<file path="config.mk">
export PLATFORM = sky130hd
export DESIGN_NAME = buck1_command_register
export DESIGN_NICKNAME = d
export VERILOG_FILES = /design/src/rtl/buck1_command_register.v
export VERILOG_INCLUDE_DIRS = /design/src /design/src/common
export SDC_FILE = /design/constraint.sdc
export NUM_CORES = 1
export LEC_CHECK = 0
export CAP_MARGIN = 40
export CELL_PAD_IN_SITES_DETAIL_PLACEMENT = 1
export CELL_PAD_IN_SITES_GLOBAL_PLACEMENT = 2
export CORE_MARGIN = 1.5
export CORE_UTILIZATION = 33
export CTS_BUF_LIST = sky130_fd_sc_hd__clkbuf_16
export CTS_CLUSTER_DIAMETER = 80
export DETAILED_ROUTE_END_ITERATION = 10
export DONT_BUFFER_PORTS = 1
export GPL_TIMING_DRIVEN = 0
export PLACE_DENSITY_LB_ADDON = 0.25
export SETUP_SLACK_MARGIN = 0.1
export SYNTH_ARGS = -nofsm -noshare
export SYNTH_HDL_FRONTEND = slang
export SYNTH_SLANG_ARGS = --single-unit
</file>
<file path="constraint.sdc">
create_clock -name sys_clk -period 7.6 [get_ports sys_clk]
set_input_delay 0.76 -clock sys_clk [delete_from_list [all_inputs] [get_ports sys_clk]]
set_output_delay 0.76 -clock sys_clk [all_outputs]
set_load 0.02 [all_outputs]
</file>
<file path="src/common/buck1_cmd_map.vh">
`ifndef BUCK1_CMD_MAP_VH
`define BUCK1_CMD_MAP_VH

// Register offset within the regulator's register space
`define CH1_CMD_OFFSET      8'h02
// Field positions
`define CH1_SLEW_MSB        6
`define CH1_SLEW_LSB        4
`define CH1_LL_MSB          2
`define CH1_LL_LSB          1
`define CH1_OFF_BIT         0
// Writable bits; reserved bits 7 and 3 are masked
`define CH1_CMD_WMASK       8'h77
`define CH1_CMD_RESET       8'h00
// Light-load codes
`define LL_FROM_PIN         2'h0
`define LL_FORCED_PWM       2'h1
`define LL_PULSE_SKIP       2'h2
`define LL_RESERVED         2'h3

`endif

</file>
<file path="src/rtl/buck1_command_register.v">
`include "buck1_cmd_map.vh"

module buck1_command_register #(
    // Register width
    parameter DATA_W = 8,
    // Register address width
    parameter ADDR_W = 8,
    // Slew code width
    parameter SLEW_W = 3,
    // Pace counter width; must hold 2^(2^SLEW_W - 1) - 1
    parameter PACE_W = 7
) (
    // Clock and reset
    input  wire              sys_clk,
    input  wire              rst_n,

    // Register access from the serial slave
    input  wire              wr_commit,
    input  wire [ADDR_W-1:0] wr_addr,
    input  wire [DATA_W-1:0] wr_data,
    input  wire [ADDR_W-1:0] rd_addr,
    output reg  [DATA_W-1:0] rd_data_r,

    // Switching cycle pulse and the external mode level
    input  wire              switch_tick,
    input  wire              mode_pin,

    // Regulator controls
    output reg               step_tick_r,
    output reg               forced_pwm_r,
    output reg               pulse_skipping_r,
    output reg               output_one_off_r
);

    // Counter- and data-width constants, so no shift or sum below widens silently
    localparam [PACE_W-1:0] PACE_ONE  = {{(PACE_W-1){1'b0}}, 1'b1};
    localparam [PACE_W-1:0] PACE_ZERO = {PACE_W{1'b0}};
    localparam [DATA_W-1:0] DATA_ZERO = {DATA_W{1'b0}};

    // Command register state and its next value
    reg  [DATA_W-1:0] cmd_r;
    reg  [DATA_W-1:0] cmd_nxt;

    // Readback next value
    reg  [DATA_W-1:0] rd_data_nxt;

    // Pace divider state
    reg  [PACE_W-1:0] pace_cnt_r;
    reg  [PACE_W-1:0] pace_cnt_nxt;
    reg               pace_hit;

    // Control next values
    reg               forced_pwm_nxt;
    reg               pulse_skipping_nxt;
    reg               output_one_off_nxt;

    // Address decode and masked write data
    wire              write_hit;
    wire              read_hit;
    wire [DATA_W-1:0] write_value;

    // Fields of the stored command
    wire [SLEW_W-1:0] slew_code;
    wire [1:0]        light_load_select;
    wire              off_request;
    wire [PACE_W-1:0] pace_limit;

    // Write decode; the commit strobe only ever rises once the byte is complete
    assign write_hit   = wr_commit && (wr_addr == `CH1_CMD_OFFSET);
    // Reserved bits are dropped on the way in, so a careless host cannot set them
    assign write_value = wr_data & `CH1_CMD_WMASK;
    // Read decode
    assign read_hit    = (rd_addr == `CH1_CMD_OFFSET);

    // Field extraction
    assign slew_code         = cmd_r[`CH1_SLEW_MSB:`CH1_SLEW_LSB];
    assign light_load_select = cmd_r[`CH1_LL_MSB:`CH1_LL_LSB];
    assign off_request       = cmd_r[`CH1_OFF_BIT];

    // Terminal count 2^code - 1; at the top code the shift wraps to zero
    // and the subtraction wraps back to the all-ones count, as intended
    assign pace_limit = (PACE_ONE << slew_code) - PACE_ONE;

    // Register next value: hold unless the slave commits a write here
    always @* begin
        cmd_nxt = cmd_r;
        if (write_hit) begin
            cmd_nxt = write_value;
        end
    end

    // Command register; never loaded mid-byte, so a partial value is never seen
    always @(posedge sys_clk or negedge rst_n) begin
        if (!rst_n) begin
            cmd_r <= `CH1_CMD_RESET;
        end else begin
            cmd_r <= cmd_nxt;
        end
    end

    // Readback next value; other offsets read as zero
    always @* begin
        rd_data_nxt = DATA_ZERO;
        if (read_hit) begin
            rd_data_nxt = cmd_r;
        end
    end

    // Registered readback costs one cycle but keeps the output glitch free
    always @(posedge sys_clk or negedge rst_n) begin
        if (!rst_n) begin
            rd_data_r <= DATA_ZERO;
        end else begin
            rd_data_r <= rd_data_nxt;
        end
    end

    // Pace divider over switching cycles. The count is not cleared on a write:
    // a limit lowered to or below the count makes the next tick a hit at once, which keeps the step
    // cadence from stalling for a long span after a slew change.
    always @* begin
        pace_hit     = 1'b0;
        pace_cnt_nxt = pace_cnt_r;
        if (switch_tick) begin
            if (pace_cnt_r >= pace_limit) begin
                pace_hit     = 1'b1;
                pace_cnt_nxt = PACE_ZERO;
            end else begin
                pace_cnt_nxt = pace_cnt_r + PACE_ONE;
            end
        end
    end

    // Pace counter
    always @(posedge sys_clk or negedge rst_n) begin
        if (!rst_n) begin
            pace_cnt_r <= PACE_ZERO;
        end else begin
            pace_cnt_r <= pace_cnt_nxt;
        end
    end

    // Step permission, one cycle wide, one clock after the terminal tick
    always @(posedge sys_clk or negedge rst_n) begin
        if (!rst_n) begin
            step_tick_r <= 1'b0;
        end else begin
            step_tick_r <= pace_hit;
        end
    end

    // Mode decode; the reserved code falls back to forced PWM, the safe choice
    always @* begin
        forced_pwm_nxt     = 1'b0;
        pulse_skipping_nxt = 1'b0;
        output_one_off_nxt = off_request;
        case (light_load_select)
            `LL_FROM_PIN: begin
                forced_pwm_nxt     = mode_pin;
                pulse_skipping_nxt = ~mode_pin;
            end
            `LL_FORCED_PWM: begin
                forced_pwm_nxt     = 1'b1;
                pulse_skipping_nxt = 1'b0;
            end
            `LL_PULSE_SKIP: begin
                forced_pwm_nxt     = 1'b0;
                pulse_skipping_nxt = 1'b1;
            end
            default: begin
                forced_pwm_nxt     = 1'b1;
                pulse_skipping_nxt = 1'b0;
            end
        endcase
    end

    // Forced PWM control
    always @(posedge sys_clk or negedge rst_n) begin
        if (!rst_n) begin
            forced_pwm_r <= 1'b0;
        end else begin
            forced_pwm_r <= forced_pwm_nxt;
        end
    end

    // Pulse skipping control
    always @(posedge sys_clk or negedge rst_n) begin
        if (!rst_n) begin
            pulse_skipping_r <= 1'b0;
        end else begin
            pulse_skipping_r <= pulse_skipping_nxt;
        end
    end

    // Output disable; enabled out of reset
    always @(posedge sys_clk or negedge rst_n) begin
        if (!rst_n) begin
            output_one_off_r <= 1'b0;
        end else begin
            output_one_off_r <= output_one_off_nxt;
        end
    end

endmodule

</file>
==> flow_summary.json <==
{
  "gp_congestion": 0.727,
  "num_vias": 792,
  "grt_usage_pct": 13.9,
  "min_period_ns": 2.81,
  "fmax_ghz": 0.356,
  "area_growth_pct": 11.7,
  "clock-skew-final_ns": 0.00131,
  "multi_input_area_um2": 577,
  "grt_use_met2_pct": 21.6,
  "top_usage_layer": "met2",
  "boundaryPins": 41,
  "clock_latency_ns": 0.26,
  "cts_htree_levels": 1,
  "ant_nets": 0,
  "fin_tns_setup_ns": 0,
  "cts_buffer_depth": 2,
  "n_antenna_cell": 0,
  "cts_buffers": 3,
  "dr.first_iter.drc_count": 9,
  "clk_pin_slew_ns": 0.06,
  "die_width_um": 63.5,
  "cts-root-buf": "clkbuf_16",
  "grt_pass1_vias": 841,
  "ys_seq_elements": 23,
  "cts_tree": "done",
  "viasPerCell": 5.04,
  "hold_viol_final": 0,
  "slew_viol_final": 0,
  "final_cells": 157,
  "grtUsageMet3_pct": 3.04,
  "netlist_area_um2": 1210,
  "fillers": 377,
  "critPathLaunchType": "register",
  "register_area_um2": 576,
  "num_rows": 21,
  "maxCapViolations": 0,
  "synth_cell_types": 35,
  "drt_wl_total_mm": 2.43,
  "clock_sinks": 23,
  "power_density_nw_per_um2": 263,
  "drc": 0,
  "rsz0062_at_grt": "no",
  "dr.pass1.iters": 3,
  "fin_crit_sh_pct": 37.0,
  "synth-main-ff-cell": "dfrtp_1",
  "placedCellCount": 153,
  "synthArstFlopShare_pct": 100,
  "cts_hold_buf": 0,
  "die_h_um": 63.5,
  "dp_slack_ns": 4.79,
  "grt-ovfl-total": 0,
  "dieArea_um2": 4030,
  "max-vdd-ir-drop_mv": 0.104,
  "coreArea_um2": 3420,
  "synth-edff-count": 0,
  "synth_area_leaders": "dfrtp_1, ha_1, mux2_2",
  "grt_max_degree": 24,
  "synth.top_cell.area_share_pct": 47.7,
  "io_buffer_count": 0,
  "syn_avg_cell_area_um2": 11.4,
  "crit_path_end_kind": "register",
  "post-cts-setup-buffers": 0,
  "p_leak_nw": 0.633,
  "status": "complete, no violations",
  "dpl.hpwl_mm": 1.82,
  "met1_usage_pct": 18.8,
  "cts-resized-gates": 0,
  "path_class": "reg2reg",
  "initial_utilization_pct": 35.3,
  "layout-drive-gt1-share_pct": 15.3,
  "yosys_warnings": 0,
  "seq_area_frac_synth_pct": 47.7,
  "crit_fanout": 9,
  "worstPathRequired_ns": 7.75,
  "final_net_count": 150,
  "hold_path.class": "in2async",
  "grt_pass1_wl_mm": 4.27,
  "netlist.top_cell.by_area": "dfrtp_1",
  "netlist_instances": 106,
  "setup_slack_ns": 4.79,
  "grt_antenna_before_repair": 0,
  "wl_per_cell_um": 15.5,
  "layout_common_cells": "dfrtp_1, ha_1, inv_1",
  "setup_violations": 0,
  "arrival_ns": 2.96,
  "finalCoreUtilization_pct": 39.5,
  "mostFrequentLayoutCell": "dfrtp_1"
}
[worst max-delay path: stages (launching register included)]
cell and delay (ns):
dfrtp_1 0.35, clkbuf_1 0.20, or3_1 0.45, ha_1 0.29
nor3_1 0.21, a21o_1 0.10, a21oi_1 0.06, ha_1 0.20
a21o_1 0.17, a21oi_1 0.24, o21ai_1 0.22, and2_1 0.21
[per-stage QoR]
stage / power, W / area [µm²] / hold WS [ns]
finish: 0.000354 / 1350 / 0.192
global route: 0.000378 / 1350 / 0.181
CTS: 0.000359 / 1350 / 0.187
detailed placement: 0.000243 / 1270 / 0.386
global placement: 0.000238 / 1270 / 0.371
floorplan: 0.000225 / 1210 / 0.361
[synth_stat cells (3+ instances only)]
library cell  instances
xor2_1                3
nand2_1               3
and2_1                7
mux2_2                6
dfrtp_1              23
a21o_1                3
a21oi_1               7
ha_1                  9
nor2_1                3
inv_1                 8
[cells by family (layout without fill, tap and decap cells)]
logic type,count (synthesis),after routing,synth area share (%)
and+or+nand+nor,28,28,14.1
DFF,23,23,47.7
AOI/OAI and AO/OA,20,20,13.7
buffers and inverters,13,17,4.77
adders and majority gates,9,9,9.34
muxes,7,7,6.43
xor gates and xnor gates,5,5,3.63
other,1,2,0.311
[power breakdown]
part	leakage [nW]	switching [W]	internal, W
registers	0.311	0.0000164	0.000135
logic	0.281	0.0000452	0.0000420
clock network	0.0409	0.0000447	0.0000708
total	0.633	0.000106	0.000248
[cell type report]
cell class / instances / share of cell area [%]
Multi-Input combinational cell: 71 / 42.8
Buffer: 5 / 2.04
Inverter: 8 / 2.23
Sequential cell: 23 / 42.7
Clock buffer: 3 / 5.57
Tap cell: 46 / 4.27
Clock inverter: 1 / 0.371
[sequential cells by signal, summed over array words and instances, names as in the netlist]
register	count
pace_cnt_r	7
cmd_r	6
rd_data_r	6
forced_pwm_r	1
output_one_off_r	1
pulse_skipping_r	1
step_tick_r	1
[final timing paths]
check	cells after the start	slack, ns	to	start
max	11	4.79	step_tick_r	cmd_r[5]
min	0	0.19	forced_pwm_r	rst_n
min in group sys_clk	0	0.39	output_one_off_r	cmd_r[0]
min reg2reg	0	0.39	output_one_off_r	cmd_r[0]
max reg2reg	11	4.79	step_tick_r	cmd_r[5]
max in group asynchronous	0	7.33	cmd_r[5]	rst_n
[metal layers]
layer	vias up	wire, µm
li1	385	-
met3	5	87
met5	-	0
met2	19	1180
met1	383	1120
met4	0	48
Power figures use the tool's default switching activity.
